[src/shared/flash_host_pkg.sv]
package flash_host_pkg;
	// ----------------------------------------
	// array geometry
	// ----------------------------------------
	localparam int ADDR_W = 17;
	localparam int WORD_W = 16;
	localparam int LANE_W = 8;
	localparam int NDEV   = 4;
	localparam logic [ADDR_W-1:0] LAST_ADDR = 17'h1FFFF;
	localparam logic [ADDR_W-1:0] ZERO_ADDR = 17'h00000;
	// ----------------------------------------
	// command codes and cell data patterns
	// ----------------------------------------
	localparam logic [LANE_W-1:0] CMD_READ   = 8'h00;
	localparam logic [LANE_W-1:0] CMD_ERASE  = 8'h20;
	localparam logic [LANE_W-1:0] CMD_PROG   = 8'h40;
	localparam logic [LANE_W-1:0] CMD_EVFY   = 8'hA0;
	localparam logic [LANE_W-1:0] CMD_PVFY   = 8'hC0;
	localparam logic [LANE_W-1:0] CMD_RESET  = 8'hFF;
	localparam logic [LANE_W-1:0] ERASED     = 8'hFF;
	localparam logic [LANE_W-1:0] CHARGED    = 8'h00;
	// ----------------------------------------
	// timing
	// ----------------------------------------
	localparam int CLK_MHZ      = 40;
	localparam int PVFY_US      = 6;
	localparam int ERASE_MS     = 10;
	localparam int PVFY_CYC     = PVFY_US * CLK_MHZ;
	localparam int ERASE_CYC    = ERASE_MS * 1000 * CLK_MHZ;
	localparam int PULSE_CYC    = 4;
	localparam int MAX_PROG_TRY = 25;
	localparam int TIMER_W      = 20;
	localparam int TRY_W        = 5;
	// ----------------------------------------
	// host commands
	// ----------------------------------------
	typedef enum logic [1:0] {
		OP_READ    = 2'b00,
		OP_PROGRAM = 2'b01,
		OP_ERASE   = 2'b10,
		OP_PERASE  = 2'b11
	} op_e;
endpackage

[src/verilog/flash_bus_cycle.sv]
`timescale 1ns/10ps
module flash_bus_cycle (
	input  wire logic                                  mclk,       // clock
	input  wire logic                                  rst_n,      // async reset
	input  wire logic                                  start,      // begin one bus cycle
	input  wire logic                                  is_write,   // 1 write, 0 read
	input  wire logic [flash_host_pkg::NDEV-1:0]       sel,        // devices to enable
	input  wire logic [flash_host_pkg::ADDR_W-1:0]     addr,       // location
	input  wire logic [flash_host_pkg::WORD_W-1:0]     wdata,      // word to write
	input  wire logic [flash_host_pkg::WORD_W-1:0]     word_in,    // bus from module
	output logic                                       done,       // cycle complete pulse
	output logic [flash_host_pkg::WORD_W-1:0]          rdata,      // captured read word
	output logic [flash_host_pkg::NDEV-1:0]            dev_sel_n,  // chip enables
	output logic                                       we_n,       // write enable
	output logic                                       oe_n,       // output enable
	output logic [flash_host_pkg::ADDR_W-1:0]          loc,        // location lines
	output logic [flash_host_pkg::WORD_W-1:0]          word_out,   // data to module
	output logic                                       word_oe     // drive data bus
);
	logic [2:0] cnt_r;
	logic       busy_r;
	logic       wr_r;

	// ----------------------------------------
	// strobe sequencer
	// ----------------------------------------
	always_ff @(posedge mclk or negedge rst_n) begin
		if (!rst_n) begin
			busy_r    <= 1'b0;
			wr_r      <= 1'b0;
			cnt_r     <= 3'h0;
			done      <= 1'b0;
			rdata     <= 16'h0000;
			dev_sel_n <= 4'hF;
			we_n      <= 1'b1;
			oe_n      <= 1'b1;
			loc       <= 17'h00000;
			word_out  <= 16'h0000;
			word_oe   <= 1'b0;
		end else begin
			done <= 1'b0;
			if (!busy_r) begin
				if (start) begin
					busy_r    <= 1'b1;
					wr_r      <= is_write;
					cnt_r     <= 3'h0;
					loc       <= addr;
					word_out  <= wdata;
					dev_sel_n <= ~sel;
					word_oe   <= is_write;
				end
			end else begin
				cnt_r <= cnt_r + 3'h1;
				if (cnt_r == 3'h0) begin
					// address latched by device on this fall
					if (wr_r)
						we_n <= 1'b0;
					else
						oe_n <= 1'b0;
				end else if (cnt_r == 3'(flash_host_pkg::PULSE_CYC)) begin
					// data latched by device on this rise
					we_n <= 1'b1;
					oe_n <= 1'b1;
					if (!wr_r)
						rdata <= word_in;
				end else if (cnt_r == 3'(flash_host_pkg::PULSE_CYC + 1)) begin
					dev_sel_n <= 4'hF;
					word_oe   <= 1'b0;
					busy_r    <= 1'b0;
					done      <= 1'b1;
				end
			end
		end
	end
endmodule

[src/verilog/flash_host.sv]
`timescale 1ns/10ps
// Contract
// - At high supply host writes 00H before array reads.
// - 40H arms program; next write carries address and data.
// - Host writes C0H after programming; its rise ends the pulse.
// - After C0H host waits 6us, then reads and compares.
// - Failed verify repeats program and verify, 25 tries total.
// - Two consecutive 20H writes start whole-device erase.
// - Host programs all locations to 00H before erase; this host skips that pass and starts with the 20H writes.
// - Parallel erase writes 2020H twice, waits 10ms, writes A0A0H.
// - Lanes checked separately; failure re-erases at same address.
// - Verified lane is masked with FFH in erase and verify words.
// - Both lanes verified: unmask, advance address, verify again.
// - Erase verify opens with A0H write latching the address.
// - FFH read means erased; reissue verify per location.
// - Failed erase verify erases again, resumes at stopped location.
// - After full verify host exits with another valid command.
module flash_host (
	input  wire logic                                  mclk,         // 40 MHz clock
	input  wire logic                                  rst_n,        // async reset
	input  wire logic                                  cmd_valid,    // start operation
	input  wire flash_host_pkg::op_e                   cmd_op,       // operation
	input  wire logic [1:0]                            cmd_dev,      // device for single ops
	input  wire logic [flash_host_pkg::ADDR_W-1:0]     cmd_addr,     // location
	input  wire logic [flash_host_pkg::LANE_W-1:0]     cmd_data,     // program byte
	input  wire logic                                  supply_high,  // programming supply up
	input  wire logic [flash_host_pkg::WORD_W-1:0]     word_in,      // word_lines input
	output logic                                       cmd_ready,    // idle, accepts command
	output logic                                       rsp_valid,    // operation done pulse
	output logic                                       rsp_fail,     // operation failed
	output logic [flash_host_pkg::LANE_W-1:0]          rsp_data,     // read byte
	output logic [flash_host_pkg::NDEV-1:0]            device_select_n, // chip enables
	output logic                                       we_n,         // write enable
	output logic                                       oe_n,         // output enable
	output logic [flash_host_pkg::ADDR_W-1:0]          location_lines,  // address
	output logic [flash_host_pkg::WORD_W-1:0]          word_out,     // word_lines output
	output logic                                       word_oe       // word_lines enable
);
	typedef enum logic [3:0] {
		S_IDLE   = 4'b0000,
		S_RDCMD  = 4'b0001,
		S_RDARR  = 4'b0010,
		S_PSETUP = 4'b0011,
		S_PDATA  = 4'b0100,
		S_PVCMD  = 4'b0101,
		S_PVRD   = 4'b0110,
		S_ESET   = 4'b0111,
		S_EGO    = 4'b1000,
		S_EVCMD  = 4'b1001,
		S_EVRD   = 4'b1010,
		S_EXIT   = 4'b1011,
		S_DONE   = 4'b1100,
		S_WAIT   = 4'b1101
	} state_e;

	state_e                              state_r;
	state_e                              after_r;
	logic [flash_host_pkg::TIMER_W-1:0]  timer_r;
	logic [flash_host_pkg::TRY_W-1:0]    tries_r;
	logic [flash_host_pkg::ADDR_W-1:0]   addr_r;
	logic [flash_host_pkg::LANE_W-1:0]   data_r;
	logic [1:0]                          dev_r;
	logic                                par_r;
	logic [1:0]                          lane_ok_r;
	logic                                fail_r;
	logic                                own_r;
	logic                                cyc_start_r;
	logic                                cyc_wr_r;
	logic [flash_host_pkg::WORD_W-1:0]   cyc_wdata_r;
	logic [flash_host_pkg::NDEV-1:0]     sel;
	logic                                cyc_done;
	logic [flash_host_pkg::WORD_W-1:0]   cyc_rdata;

	// place a command byte in the lane of the addressed device, reset code masks a lane
	function automatic logic [15:0] lane_word(input logic [1:0] dev, input logic [7:0] b);
		lane_word = dev[0] ? {b, flash_host_pkg::CMD_RESET} : {flash_host_pkg::CMD_RESET, b};
	endfunction

	// byte of the addressed device's lane
	function automatic logic [7:0] lane_byte(input logic [1:0] dev, input logic [15:0] w);
		lane_byte = dev[0] ? w[15:8] : w[7:0];
	endfunction

	// per-lane command: verified lanes get the reset code
	function automatic logic [15:0] par_word(input logic [1:0] ok, input logic [7:0] b);
		par_word = {ok[1] ? flash_host_pkg::CMD_RESET : b, ok[0] ? flash_host_pkg::CMD_RESET : b};
	endfunction

	// single device select, or the low pair for a word-wide erase
	assign sel = par_r ? 4'h3 : (4'h1 << dev_r);

	flash_bus_cycle u_cyc (
		.mclk      (mclk),
		.rst_n     (rst_n),
		.start     (cyc_start_r),
		.is_write  (cyc_wr_r),
		.sel       (sel),
		.addr      (addr_r),
		.wdata     (cyc_wdata_r),
		.word_in   (word_in),
		.done      (cyc_done),
		.rdata     (cyc_rdata),
		.dev_sel_n (device_select_n),
		.we_n      (we_n),
		.oe_n      (oe_n),
		.loc       (location_lines),
		.word_out  (word_out),
		.word_oe   (word_oe)
	);

	// ----------------------------------------
	// sequencing
	// ----------------------------------------
	task automatic issue(input logic wr, input logic [15:0] w, input state_e nxt);
		cyc_start_r <= 1'b1;
		own_r       <= (nxt == state_r);
		cyc_wr_r    <= wr;
		cyc_wdata_r <= w;
		state_r     <= S_WAIT;
		after_r     <= nxt;
	endtask

	always_ff @(posedge mclk or negedge rst_n) begin
		if (!rst_n) begin
			state_r     <= S_IDLE;
			after_r     <= S_IDLE;
			timer_r     <= '0;
			tries_r     <= '0;
			addr_r      <= 17'h00000;
			data_r      <= 8'h00;
			dev_r       <= 2'h0;
			par_r       <= 1'b0;
			lane_ok_r   <= 2'h0;
			fail_r      <= 1'b0;
			own_r       <= 1'b0;
			cyc_start_r <= 1'b0;
			cyc_wr_r    <= 1'b0;
			cyc_wdata_r <= 16'h0000;
			cmd_ready   <= 1'b0;
			rsp_valid   <= 1'b0;
			rsp_fail    <= 1'b0;
			rsp_data    <= 8'h00;
		end else begin
			cyc_start_r <= 1'b0;
			own_r       <= 1'b0;
			rsp_valid   <= 1'b0;
			cmd_ready   <= 1'b0;
			if (timer_r != '0)
				timer_r <= timer_r - 1'b1;
			case (state_r)
				S_IDLE: begin
					cmd_ready <= !cmd_valid;
					if (cmd_valid) begin
						addr_r    <= cmd_addr;
						data_r    <= cmd_data;
						dev_r     <= cmd_dev;
						par_r     <= (cmd_op == flash_host_pkg::OP_PERASE);
						lane_ok_r <= 2'h0;
						tries_r   <= '0;
						fail_r    <= 1'b0;
						case (cmd_op)
							flash_host_pkg::OP_READ: state_r <= supply_high ? S_RDCMD : S_RDARR;
							flash_host_pkg::OP_PROGRAM: state_r <= S_PSETUP;
							default: begin
								addr_r  <= flash_host_pkg::ZERO_ADDR;
								state_r <= S_ESET;
							end
						endcase
						if (!supply_high && cmd_op != flash_host_pkg::OP_READ) begin
							fail_r  <= 1'b1;
							state_r <= S_DONE;
						end
					end
				end
				S_RDCMD: issue(1'b1, lane_word(dev_r, flash_host_pkg::CMD_READ), S_RDARR);
				S_RDARR: if (own_r) begin
					data_r  <= lane_byte(dev_r, cyc_rdata);
					after_r <= S_IDLE;
					state_r <= S_DONE;
				end else
					issue(1'b0, 16'h0000, S_RDARR);
				S_PSETUP: issue(1'b1, lane_word(dev_r, flash_host_pkg::CMD_PROG), S_PDATA);
				S_PDATA: issue(1'b1, lane_word(dev_r, data_r), S_PVCMD);
				S_PVCMD: if (own_r) begin
					// write issued; margin settle
					timer_r <= flash_host_pkg::TIMER_W'(flash_host_pkg::PVFY_CYC);
					after_r <= S_PVRD;
				end else if (after_r == S_PVRD) begin
					if (timer_r == '0)
						issue(1'b0, 16'h0000, S_PVRD);
				end else
					issue(1'b1, lane_word(dev_r, flash_host_pkg::CMD_PVFY), S_PVCMD);
				S_PVRD: begin
					tries_r <= tries_r + 1'b1;
					if (lane_byte(dev_r, cyc_rdata) == data_r)
						state_r <= S_EXIT;
					else if (tries_r == flash_host_pkg::TRY_W'(flash_host_pkg::MAX_PROG_TRY - 1)) begin
						fail_r  <= 1'b1;
						state_r <= S_EXIT;
					end else
						state_r <= S_PSETUP;
				end
				S_ESET: issue(1'b1, par_r ? par_word(lane_ok_r, flash_host_pkg::CMD_ERASE)
					: lane_word(dev_r, flash_host_pkg::CMD_ERASE), S_EGO);
				S_EGO: if (own_r) begin
					timer_r <= flash_host_pkg::TIMER_W'(flash_host_pkg::ERASE_CYC);
					after_r <= S_EVCMD;
				end else if (after_r == S_EVCMD) begin
					if (timer_r == '0)
						state_r <= S_EVCMD;
				end else
					issue(1'b1, par_r ? par_word(lane_ok_r, flash_host_pkg::CMD_ERASE)
						: lane_word(dev_r, flash_host_pkg::CMD_ERASE), S_EGO);
				S_EVCMD: if (own_r) begin
					timer_r <= flash_host_pkg::TIMER_W'(flash_host_pkg::PVFY_CYC);
					after_r <= S_EVRD;
				end else if (after_r == S_EVRD) begin
					if (timer_r == '0)
						issue(1'b0, 16'h0000, S_EVRD);
				end else
					issue(1'b1, par_r ? par_word(lane_ok_r, flash_host_pkg::CMD_EVFY)
						: lane_word(dev_r, flash_host_pkg::CMD_EVFY), S_EVCMD);
				S_EVRD: begin
					logic [1:0] ok;
					ok = lane_ok_r;
					if (par_r) begin
						ok[0] = lane_ok_r[0] | (cyc_rdata[7:0] == flash_host_pkg::ERASED);
						ok[1] = lane_ok_r[1] | (cyc_rdata[15:8] == flash_host_pkg::ERASED);
					end else
						ok = {2{lane_byte(dev_r, cyc_rdata) == flash_host_pkg::ERASED}};
					if (&ok) begin
						lane_ok_r <= 2'h0;
						if (addr_r == flash_host_pkg::LAST_ADDR)
							state_r <= S_EXIT;
						else begin
							addr_r  <= addr_r + 1'b1;
							after_r <= S_IDLE;
							state_r <= S_EVCMD;
						end
					end else begin
						lane_ok_r <= ok;
						after_r   <= S_IDLE;
						state_r   <= S_ESET;
					end
				end
				S_EXIT: issue(1'b1, par_r ? {flash_host_pkg::CMD_READ, flash_host_pkg::CMD_READ}
					: lane_word(dev_r, flash_host_pkg::CMD_READ), S_DONE);
				S_DONE: begin
					rsp_valid <= 1'b1;
					rsp_fail  <= fail_r;
					rsp_data  <= data_r;
					state_r   <= S_IDLE;
				end
				S_WAIT: begin
					// remember whether the cycle was issued by its own return state
					own_r <= own_r;
					if (cyc_done)
						state_r <= after_r;
				end
				default: state_r <= S_IDLE;
			endcase
		end
	end
endmodule
[config.mk]
export PLATFORM = sky130hd
export DESIGN_NAME = flash_host
export DESIGN_NICKNAME = d
export VERILOG_FILES = /design/src/shared/flash_host_pkg.sv /design/src/verilog/flash_bus_cycle.sv /design/src/verilog/flash_host.sv
export SDC_FILE = /design/constraint.sdc
export NUM_CORES = 1
export LEC_CHECK = 0
export BUFFER_PORTS_ARGS = -buffer_cell sky130_fd_sc_hd__buf_2
export CAP_MARGIN = 20
export CORE_ASPECT_RATIO = 1.75
export CORE_MARGIN = 3
export CORE_UTILIZATION = 40
export CTS_BUF_LIST = sky130_fd_sc_hd__clkbuf_8
export DETAILED_ROUTE_END_ITERATION = 10
export SLEW_MARGIN = 20
export SYNTH_ARGS = -nofsm -noshare
export SYNTH_HDL_FRONTEND = slang
export SYNTH_HIERARCHICAL = 1
export SYNTH_SLANG_ARGS = --single-unit
[constraint.sdc]
create_clock -name mclk -period 2.8 [get_ports mclk]
set_input_delay 0.14 -clock mclk [delete_from_list [all_inputs] [get_ports mclk]]
set_output_delay 0.14 -clock mclk [all_outputs]
set_load 0.03 [all_outputs]
======== After elaboration in Yosys (flattened, before gate mapping) ========
Cells that the tools add are included.
word-level totals
  bits in registers ....................... 156
  input bits .............................. 49
  output and inout bits ................... 51
  word-level logic and storage cells ...... 267
operators by class
  add/sub/neg operators ................... 4
  equality and inequality tests ........... 56
  shift-type cells ........................ 1
  mux-type cells .......................... 135
  bitwise logic cells ..................... 6
  reductions and logical operators ........ 36
operators by type and width
  cell                   count
  $mux 16                14
  $pmux 16 s9            1
  $mux 4                 30
  $mux 17                4
  $mux 20                3
  $mux 1                 51
  $mux 8                 5
  $pmux 20 s2            1
  $pmux 4 s10            1
  $pmux 4 s9             1
  $pmux 17 s2            1
  $eq 4x4->1 const B     8
  $mux 15                2
  $ne 2x2->1 const B     15
  $eq 8x8->1 const B     3
  $eq 4x3->1 const B     5
  $logic_not 20->1       1
  $reduce_bool 20->1     1
  $sub 20x1->20 const B  1
  $reduce_and 6->1       3
  $add 17x1->17 const B  1
  $eq 17x17->1 const B   1
  $eq 4x4->1 const A     4
  $pmux 8 s2             1
  other kinds (44)       80

======== Logic depth before layout (Yosys ltp) ========
Gate-level depths: netlist (run 1).
  word-level depth ........................ 7
  gate-level depth with buffers ........... 12
  mapped depth without buffers ............ 11

======== By module ========
Netlist (run 1), hierarchy kept.
by module, submodules not included
  module           times used  cells each  area an instance (um^2)  seq. area each (um^2)
  flash_host       1           717         5952.0                   2352.3
  flash_bus_cycle  1           154         2476.1                   1559.0

======== Worst setup path before layout (run 1) ========
OpenSTA, ideal clock, no wires.
  kind .................................... register to register
  start point ............................. register addr_r[0] in the netlist's numbering
  end point ............................... register addr_r[8] in the netlist's numbering
  library setup time ...................... 0.121 ns
  arrival time ............................ 2.464 ns
  required time ........................... 2.679 ns
  path slack .............................. 0.215 ns
  cell stages (with the launch flop) ...... 13
  path buffers ............................ 1
  clock period less this slack ............ 2.585 ns
  path through ............................ dfrtp_1 -> ha_1 -> nand3_1 -> nor3_1 -> nand3_1 -> nor3_1 -> ha_1 -> inv_1 -> a21oi_1 -> a21o_1 -> clkbuf_1 -> nor2_1 -> o22a_1
on the way
  cells in the longest elaborated chain, start to end .. 4
  elaborated cells between the ends (all ways) .. 7
  classes of those cells .................. add/sub (1); eq/ne (2); mux (3); reduce/logical (1)
ends and longest elaborated chain
  item                    line               text
  start, declared         flash_host.sv:60   logic [flash_host_pkg::ADDR_W-1:0] addr_r;
  start signal, assigned  flash_host.sv:154  addr_r <= cmd_addr;
  start signal, assigned  flash_host.sv:165  addr_r <= flash_host_pkg::ZERO_ADDR;
  start signal, assigned  flash_host.sv:236  addr_r <= addr_r + 1'b1;
  $add 17x1->17           flash_host.sv:236
  $mux 17                 flash_host.sv:233  if (addr_r == flash_host_pkg::LAST_ADDR)
  $mux 17                 flash_host.sv:231  if (&ok) begin
  $pmux 17 s2             flash_host.sv:150  case (state_r)
Several ways; a longest one is shown, not always the timed one. The select of a mux whose other input is x is not followed.
A chain may end at the register's enable or synchronous reset.

======== Worst setup path in the final report (run 1) ========
  start point ............................. register timer_r[5] in the netlist's numbering
  end point ............................... register after_r[0]
on the way
  cells in the longest elaborated chain, start to end .. 3
  elaborated cells between the ends (all ways) .. 4
  classes of those cells .................. eq/ne (2); reduce/logical (2)
ends and longest elaborated chain
  item                                 line                                  text
  start, declared                      flash_host.sv:58                      logic [flash_host_pkg::TIMER_W-1:0] timer_r;
  start signal, assigned               flash_host.sv:149                     timer_r <= timer_r - 1'b1;
  start signal, assigned               flash_host.sv:186                     timer_r <= flash_host_pkg::TIMER_W'(flash_host_pkg::PVFY_CYC);
  start signal, assigned               flash_host.sv:206                     timer_r <= flash_host_pkg::TIMER_W'(flash_host_pkg::ERASE_CYC);
  $logic_not 20->1 *                   flash_host.sv:189, flash_host.sv:218
  $ne 4x4->1 (no source line)          n/a
  $reduce_and 5->1 (no source line) *  n/a
  end signal, assigned                 flash_host.sv:187                     after_r <= S_PVRD;
  end signal, assigned                 flash_host.sv:207                     after_r <= S_EVCMD;
  end signal, assigned                 flash_host.sv:216                     after_r <= S_EVRD;
  end, declared                        flash_host.sv:57                      state_e after_r;
Mark *: on every way between the ends. The rest lies on a longest branch, timed or not.

==> metrics.txt, run 1 <==
outcome=finished clean; Num CTS Buffers=17; Vias=approximately 7,300; Synth Area in Adders=under 10%; setup slack, reg-to-reg=~200 ps; initial antenna violation count=0; Final HPWL DP=~17 mm; final core utilization=about half; Routed WL=23.8 mm; final worst-path cycle share=around 93%; fin nets=1,090; power density cells=1200 nW/um^2; syn avg cell area=9.68 sq um; hold_ws=around 96 ps; Setup-failing EPs final=0; Synth Area in Compound Gates=19.0%; Critical Path RT=3160 ps; Crit Path Category=reg2reg; FF-to-FF path depth=6; Vias/cell=5.67; placer congestion estimate=0.934; Hold Crit Class=in2reg; mux share of post-synthesis cell area=9.80%; Tot Pwr=12.3 mW; dominant cell by count in the synthesized netlist=dfrtp_1; Primary FF master, synth=dfrtp_1; worst skew pair latency=470 ps; Worst Setup End Kind=register; relative slew slack=34.5%; Seq cells post-synth=156; DP Area=~9400 sq um; Area contributors post-synth=dfrtp_1 45%, mux2_2 6.9%, o21ai_0 4.8%; Initial Util=41.0%; max-cap violation count=0; vias in the first global route=7,439; Distinct cells, synth=76; die area=22,900 sq um; Worst EP arrival=2960 ps; WHS Endpoint=addr_r[0]; skew final=14.7 ps; number of failing hold endpoints at the final stage=0; cell taking the most area after synthesis=dfrtp_1; Peak VDD IR=582 uV; Clock transition at path regs=90 ps; Final Critical Period=~2600 ps; Iteration-0 DRC Markers=approximately 380; CTS H-Tree Depth=4; FILL cells=~1,900; RR Endpoint=after_r[0]; Chip Width=~120 um; die height=around 200 um; Simple-Gate Fraction of Synth Area=16.5%; total core area=20,500 sq um; P&R area growth vs syn=21.7%; worst hold stages=3; # DRC=0; design area=10,300 sq um; RSZ-0062 raised after global routing=no; largest net degree at the start of global routing=157; share of the yosys chip area belonging to registers=46.4%; leak pwr=4.53 nW; Yosys warnings=6; CTS tree=yes; global-route wire length before repair=38.6 mm; post-CTS setup buffers=0; worst r2r src=timer_r[5]; Ports=100; Root Buffer=clkbuf_8; Hold Crit Start=cmd_addr[0]; share of the synthesized area in the top cell type=between 40% and 50%; GRT overflow=0; FP Rows=69; drt pass-1 iters=5; Worst Max-Slew Pin Slew=between 900 and 1000 ps; Post-synth EDFFs=0; CP startpoint kind=register; Pins Over Slew Limit=0; fraction of layout cells with a size suffix above 1=25.0%; Final TNS setup=0 ps; post-synthesis cell area=8430 sq um; Mapped Cells=~870; async set-reset flop share out of synthesis=100%; post-synthesis xor/xnor area fraction=~2.6%; Avg WL per Cell=18.4 um; CTS Buffer Depth=2; main combinational cell family by area after synthesis=compound AO/OA/AOI/OAI gates; Routed Antenna Nets=0; FMAX=0.384 GHz; commonest cells in the netlist=150 x dfrtp_1, 81 x o21ai_0, 78 x nand2_1; syn_nets=928; Worst Path Max Fanout=7; Sink Count=between 150 and 200; ant diodes=0; GRT Total Usage=roughly 22%; IO Port Bufs=99
## sequential cells by signal, indices dropped and copies added (netlist names), 8 cells and up
register	count
u_cyc/loc	17
u_cyc/rdata	16
u_cyc/word_out	16
cyc_wdata_r	16
timer_r	20
addr_r	17
rsp_data	8
data_r	8
## power by group
group | internal (mW) | total, mW | switching (mW)
combinational | 2.71 | 6.24 | 3.53
sequential | 3.32 | 4.38 | 1.06
clock | 0.841 | 1.67 | 0.824
## critical path, cell delays in order (launching register included)
cell     delay (ps)
dfrtp_1         420
or4_4           600
nor3b_4         270
and4_2          420
nor3_2           80
a211o_4         360
a221o_1         350
## cell families after synthesis
family | Yosys count
xor gates and xnor gates | 25
AOI/OAI and AO/OA | 253
buffers and inverters | 87
and+or+nand+nor | 270
DFF | 156
adders and majority gates | 9
muxes | 71
## cells in the final DEF, fill, tap and decap left out, types with 15 or more instances in the layout
cell | Yosys | final
clkbuf_8 | 0 | 20
mux2_2 | 52 | 52
dlygate4sd3_1 | 0 | 45
buf_4 | 0 | 46
nor2_1 | 65 | 65
nand2_1 | 78 | 78
a21oi_1 | 60 | 59
xnor2_1 | 18 | 18
a31oi_1 | 15 | 15
nand3_1 | 24 | 23
dfrtp_1 | 150 | 150
nor3_1 | 20 | 19
o21ai_0 | 81 | 81
inv_1 | 37 | 42
buf_2 | 3 | 98
## how the worst max path moves through the flow
| stage | from | cells after the start | slack [ps] | end |
|---|---|---|---|---|
| 2_1_floorplan | addr_r[0] | 12 | 220 | addr_r[8] |
| 3_5_place_dp | timer_r[5] | 6 | -130 | cyc_wdata_r[3] |
| 4_1_cts | timer_r[5] | 6 | 60 | cyc_wdata_r[3] |
| 6_report | timer_r[5] | 6 | 200 | after_r[0] |
| 5_1_grt | addr_r[1] | 12 | 70 | addr_r[6] |
| 3_3_place_gp | timer_r[5] | 6 | 9 | cyc_wdata_r[2] |
## per-layer routing
| metal | track usage (%) | wire length, um | up-vias |
|---|---|---|---|
| met1 | 24.3 | 9090 | 3530 |
| met4 | 12.4 | 1200 | 0 |
| met5 | 0 | 0 | - |
| li1 | - | - | 3512 |
| met2 | 38.0 | 12700 | 225 |
| met3 | 3.43 | 849 | 73 |
## metrics by stage
step                      setup WS (ps)  std cells
final                               196       1294
after global routing               65.1       1294
after CTS                          61.3       1294
after detailed placement           -128       1217
after global placement             9.15       1217
after floorplan                     215        871
## layout make-up
type | count | area, sq um | share of cell area (%)
Clock buffer | 20 | 275 | 2.68
Clock inverter | 12 | 109 | 1.06
Inverter | 38 | 143 | 1.39
Multi-Input combinational cell | 628 | 4170 | 40.6
Sequential cell | 156 | 3910 | 38.1
Tap cell | 248 | 310 | 3.03
Timing Repair Buffer | 192 | 1340 | 13.0
## what timing repair did
item,in CTS,in global routing
endpoints found under the setup margin,4,20
hold buffers,45,0
gates cloned,0,0
hold endpoints to repair,193,0
gates resized for setup,1,5
Note: power is estimated with default switching activity, not from simulation.
==> run 2, diff against run 1 <==
--- a/config.mk
+++ b/config.mk
@@ -12,6 +12,7 @@
 export CORE_UTILIZATION = 40
 export CTS_BUF_LIST = sky130_fd_sc_hd__clkbuf_8
 export DETAILED_ROUTE_END_ITERATION = 10
+export RECOVER_POWER = 100
 export SLEW_MARGIN = 20
 export SYNTH_ARGS = -nofsm -noshare
 export SYNTH_HDL_FRONTEND = slang
==> run 2 against run 1 <==
The flow now finishes with violations (capacitance limit, slew limit). Sequential cell count stayed put. Core utilization is 0.79 points lower. Non-clock buffer count stayed put. Critical path depth stayed put. Clock power hardly changed. Cell area is 1.6% lower. Via count is 0.23% lower. Largest cell class unchanged. Largest power group unchanged. Highest routed layer unchanged.
==> metrics.txt, run 2 (same netlist as run 1, synthesis figures left out) <==
worst skew pair latency=470 ps (about the same); combinational fraction of design power=49.9% (was 50.8%); die height=198 um (unchanged); fin nets=1,090 (unchanged); CP startpoint kind=register (unchanged); failing checks=capacitance limit, slew limit; P&R area growth vs syn=19.7% (was 21.7%); Root Buffer=clkbuf_8 (unchanged); relative slew slack=-46.3% (was 34.5%); outcome=finished with violations (was finished clean); Setup-failing EPs final=0 (unchanged); vias in the first global route=7,439 (unchanged); power density cells=1200 nW/um^2 (about the same); Final TNS setup=0 ps (unchanged); total core area=20,500 sq um (unchanged); GRT Total Usage=21.6% (unchanged); Largest Register=timer_r (unchanged); FMAX=0.383 GHz (was 0.384 GHz); GRT overflow=0 (unchanged); Ports=100 (unchanged); Cell Int Power=6.67 mW (was 6.87 mW); Final Critical Period=2610 ps (was 2600 ps); CTS Buffer Depth=2 (unchanged); global-route wire length before repair=38.6 mm (unchanged); max-cap violation count=1 (was 0); Worst Setup End Kind=register (unchanged); CTS H-Tree Depth=4 (unchanged); # DRC=0 (unchanged); hold_ws=95.0 ps (was 96.2 ps); Num CTS Buffers=17 (unchanged); leak pwr=4.28 nW (was 4.53 nW); Clock transition at path regs=90 ps (about the same); met2 WL post-DR=12.6 mm (was 12.7 mm); Tot Pwr=12.1 mW (was 12.3 mW); ant diodes=0 (unchanged); largest net degree at the start of global routing=157 (unchanged); Worst EP arrival=2970 ps (was 2960 ps); drt pass-1 iters=7 (was 5); fraction of layout cells with a size suffix above 1=18.5% (was 25.0%); RSZ-0062 raised after global routing=no (unchanged); Routed WL=23.9 mm (was 23.8 mm); Initial Util=41.0% (unchanged); Seq pwr share=36.3% (was 35.6%); dpl ws=-128 ps (unchanged); DRT met1 WL=9.22 mm (was 9.09 mm); Top Registers=timer_r (20), addr_r (17), u_cyc/loc (17) (unchanged); number of failing hold endpoints at the final stage=0 (unchanged); CTS tree=yes (unchanged); Final HPWL DP=17.3 mm (unchanged); Sink Count=156 (unchanged); Vias/cell=5.66 (was 5.67); Pins Over Slew Limit=157 (was 0); Routed Antenna Nets=0 (unchanged); most frequent cells in the layout=150 x dfrtp_1, 81 x o21ai_0, 78 x nand2_1 (was 150 x dfrtp_1, 98 x buf_2, 81 x o21ai_0); Critical Path RT=3160 ps (about the same); IO Port Bufs=99 (unchanged); Avg WL per Cell=18.4 um (about the same); placer congestion estimate=0.934 (unchanged); Worst Max-Slew Pin Slew=2190 ps (was 983 ps); Iteration-0 DRC Markers=389 (was 381); die area=22,900 sq um (unchanged); Vias=7,323 (was 7,340); Worst Path Max Fanout=7 (unchanged); Peak VDD IR=548 uV (was 582 uV); commonest non-fill, non-tap cell in the layout=dfrtp_1 (unchanged); Psw=5.40 mW (was 5.41 mW); Sw Share=44.8% (was 44.1%); uppermost layer routed=met4 (unchanged); initial antenna violation count=0 (unchanged); met3 WL=835 um (was 849 um); FP Rows=69 (unchanged); skew final=14.7 ps (about the same); final core utilization=49.1% (was 49.9%); Crit Path Category=reg2reg (unchanged); final setup margin=188 ps (was 196 ps); Chip Width=116 um (unchanged); max reg flops=20 (unchanged); final worst-path cycle share=93.3% (was 93.0%); Hold Crit Class=in2reg (unchanged); power share of the clock group=13.8% (was 13.5%)
## run 2: power groups by stage
stage | registers [mW] | clock network, mW | logic, mW
2_1_floorplan | 4.65 | 0 | 3.87
3_3_place_gp | 4.40 | 0 | 6.09
3_5_place_dp | 4.43 | 0 | 6.16
4_1_cts | 4.39 | 1.72 | 6.24
5_1_grt | 4.53 | 1.81 | 6.66
6_report | 4.38 | 1.66 | 6.03
## run 2: path summary, 6_finish.rpt
| path | cells after the start | start | slack (ps) | endpoint |
|---|---|---|---|---|
| setup / recovery | 6 | timer_r[5] | 190 | after_r[0] |
| hold / removal | 3 | cmd_addr[0] | 90 | addr_r[0] |
| setup reg to reg | 6 | timer_r[5] | 190 | after_r[0] |
| hold reg to reg | 2 | u_cyc/we_n | 480 | u_cyc/we_n |
| max in group asynchronous | 3 | rst_n | 450 | timer_r[14] |
| min in group asynchronous | 3 | rst_n | 850 | rsp_data[6] |
## run 2: area by class of cell
cell class | instances | area (sq um)
clock inverters | 12 | 109
well taps | 248 | 310
repair buffers | 192 | 1240
flip-flops and latches | 156 | 3910
clock buffers | 20 | 275
fillers | 1984 | 10500
multi-input cells | 628 | 4110
inverters | 38 | 143
## run 2: what timing repair did
| action | CTS | global route |
|---|---|---|
| hold buffers | 45 | 0 |
| cloned | 0 | 0 |
| setup buffers | 0 | 0 |
| endpoints found under the hold margin | 193 | 0 |
| gates resized for setup | 1 | 5 |
| setup endpoints to repair | 4 | 20 |
## run 2: per-stage QoR
| stage | instances | cell area [sq um] |
|---|---|---|
| 3_5_place_dp | 1217 | 9400 |
| 4_1_cts | 1294 | 10200 |
| 3_3_place_gp | 1217 | 9400 |
| 5_1_grt | 1294 | 10100 |
| 2_1_floorplan | 871 | 8430 |
| 6_report | 1294 | 10100 |
## run 2: worst max-delay path: stages, from the launching register on
cell     delay (ps)
dfrtp_1         420
or4_4           600
nor3b_4         270
and4_2          400
nor3_1          100
a211o_4         360
a221o_1         350
## run 2: per-layer routing
layer	track usage, %	vias to the layer above
met3	3.43	70
met4	12.4	0
met1	24.3	3527
li1	-	3504
met2	38.0	222
met5	0	-
==> run 3, diff against run 2 <==
--- a/config.mk
+++ b/config.mk
@@ -9,7 +9,7 @@
 export CAP_MARGIN = 20
 export CORE_ASPECT_RATIO = 1.75
 export CORE_MARGIN = 3
-export CORE_UTILIZATION = 40
+export CORE_UTILIZATION = 30
 export CTS_BUF_LIST = sky130_fd_sc_hd__clkbuf_8
 export DETAILED_ROUTE_END_ITERATION = 10
 export RECOVER_POWER = 100
==> run 3 against run 2 <==
The flow now finishes without violations. Cell count grew 10%. Wire length rose by 4.4%. Sequential share of layout area shrank 0.69 points.
==> metrics.txt, run 3 (same netlist as run 1, synthesis figures left out) <==
Routed Antenna Nets=0 (unchanged); Routed WL=24.9 mm (was 23.9 mm); CP startpoint kind=register (unchanged); initial antenna violation count=0 (unchanged); CTS tree=yes (unchanged); GRT Total Usage=16.6% (was 21.6%); largest net degree at the start of global routing=57 (was 157); Crit Path Category=reg2reg (unchanged); post-CTS setup buffers=0 (unchanged); GRT overflow=0 (unchanged); commonest non-fill, non-tap cell in the layout=dfrtp_1 (unchanged); Avg WL per Cell=17.5 um (was 18.4 um); Hold Crit Class=in2reg (unchanged); Final TNS setup=0 ps (unchanged); FMAX=0.383 GHz (about the same); Worst Setup End Kind=register (unchanged); worst skew pair latency=480 ps (was 470 ps); hold_ws=59.4 ps (was 95.0 ps); fraction of layout cells with a size suffix above 1=18.7% (was 18.5%); FILL cells=2,850 (was 1,984); power density cells=1180 nW/um^2 (was 1200 nW/um^2); max-cap violation count=0 (was 1); Final Critical Period=2610 ps (about the same); Worst Max-Slew Pin Slew=1280 ps (was 2190 ps); Worst Path Max Fanout=15 (was 7); Ports=100 (unchanged); relative slew slack=14.7% (was -46.3%); Vias/cell=5.19 (was 5.66); Worst EP arrival=2960 ps (was 2970 ps); global-route wire length before repair=40.4 mm (was 38.6 mm); skew final=14.4 ps (was 14.7 ps); Clock transition at path regs=90 ps (about the same); Top Registers=timer_r (20), addr_r (17), u_cyc/loc (17) (unchanged); Num CTS Buffers=17 (unchanged); Setup-failing EPs final=0 (unchanged); Peak VDD IR=577 uV (was 548 uV); placer congestion estimate=0.962 (was 0.934); Chip Width=133 um (was 116 um); Root Buffer=clkbuf_8 (unchanged); Initial Util=30.7% (was 41.0%); Critical Path RT=3150 ps (was 3160 ps); P&R area growth vs syn=21.9% (was 19.7%); FP Rows=80 (was 69); CTS Buffer Depth=2 (unchanged); number of failing hold endpoints at the final stage=0 (unchanged); # DRC=0 (unchanged); Pins Over Slew Limit=0 (was 157); outcome=finished clean (was finished with violations); CTS H-Tree Depth=4 (unchanged); die area=30,200 sq um (was 22,900 sq um); Tot Pwr=12.1 mW (about the same); Final HPWL DP=18.8 mm (was 17.3 mm); drt pass-1 iters=5 (was 7); die height=228 um (was 198 um); IO Port Bufs=99 (unchanged); leak pwr=4.29 nW (was 4.28 nW); RSZ-0062 raised after global routing=no (unchanged); Sink Count=156 (unchanged); Largest Register=timer_r (unchanged); fin nets=1,100 (was 1,090); most frequent cells in the layout=150 x dfrtp_1, 81 x o21ai_0, 78 x nand2_1 (unchanged); total core area=27,400 sq um (was 20,500 sq um); vias in the first global route=7,658 (was 7,439); max reg flops=20 (unchanged); Iteration-0 DRC Markers=403 (was 389); final worst-path cycle share=93.4% (was 93.3%); Vias=7,407 (was 7,323)
==> run 3: cell count changes in the layout (fill, tap and decap cells not counted), moves of 2 or more <==
cell / previous run / this run
buf_4: 38 / 46
clkbuf_8: 20 / 18
clkinv_4: 0 / 3
clkbuf_1: 56 / 60
==> run 3: power breakdown <==
part           switching, mW  leakage, nW  internal (mW)
clock                  0.854        0.200          0.801
combinational           3.59         2.19           2.53
sequential              1.05         1.90           3.32
==> run 3: critical path: stages, from the launching register on <==
cell	delay, ps
dfrtp_1	670
clkbuf_1	370
nor2_1	120
o21ai_0	210
a31oi_1	110
a221oi_1	290
buf_4	200
buf_4	160
o21a_1	250
o22ai_1	110
==> run 3: final timing paths <==
kind	depth (start not counted)	to	start	slack, ps
setup reg to reg	9	cyc_wdata_r[12]	state_r[1]	190
setup / recovery	9	cyc_wdata_r[12]	state_r[1]	190
hold reg to reg	2	u_cyc/oe_n	u_cyc/oe_n	490
min in group asynchronous	2	addr_r[13]	rst_n	490
max in group asynchronous	3	u_cyc/word_out[7]	rst_n	610
hold / removal	3	addr_r[0]	cmd_addr[0]	60
==> run 3: repair_timing <==
action | 4_1_cts | 5_1_grt
hold endpoints to repair | 90 | 0
gates resized for setup | 0 | 3
hold buffers | 45 | 0
endpoints found under the setup margin | 0 | 18
==> run 3: final cells by class <==
type / instances / area (sq um) / area share, %
clock inverter: 14 / 134 / 1.30
sequential: 156 / 3910 / 38.1
multi-input combinational: 628 / 4100 / 39.9
inverter: 38 / 143 / 1.39
timing repair buffer: 202 / 1280 / 12.4
antenna: 1 / 2.50 / 0.0244
tap: 369 / 462 / 4.49
clock buffer: 18 / 248 / 2.41
==> run 3: through the flow <==
| step | cells | util, % | setup WS (ps) | cell area, sq um |
|---|---|---|---|---|
| 3_3_place_gp | 1348 | 35.0 | 91.5 | 9610 |
| 3_5_place_dp | 1348 | 35.0 | 48.0 | 9610 |
| 6_report | 1426 | 37.5 | 186 | 10300 |
| 2_1_floorplan | 871 | - | 215 | 8430 |
| 5_1_grt | 1425 | 37.4 | 5.36 | 10300 |
| 4_1_cts | 1425 | 38.1 | 12.4 | 10400 |
==> run 3: layer usage <==
| metal | part of all wire (%) | GRT usage (%) | wire (um) | vias up |
|---|---|---|---|---|
| met4 | 5.1 | 9.75 | 1280 | 0 |
| met5 | 0 | 0 | 0 | - |
| li1 | - | - | - | 3525 |
| met2 | 53 | 30.2 | 13300 | 244 |
| met1 | 37 | 17.4 | 9230 | 3562 |
| met3 | 4.6 | 3.46 | 1140 | 76 |
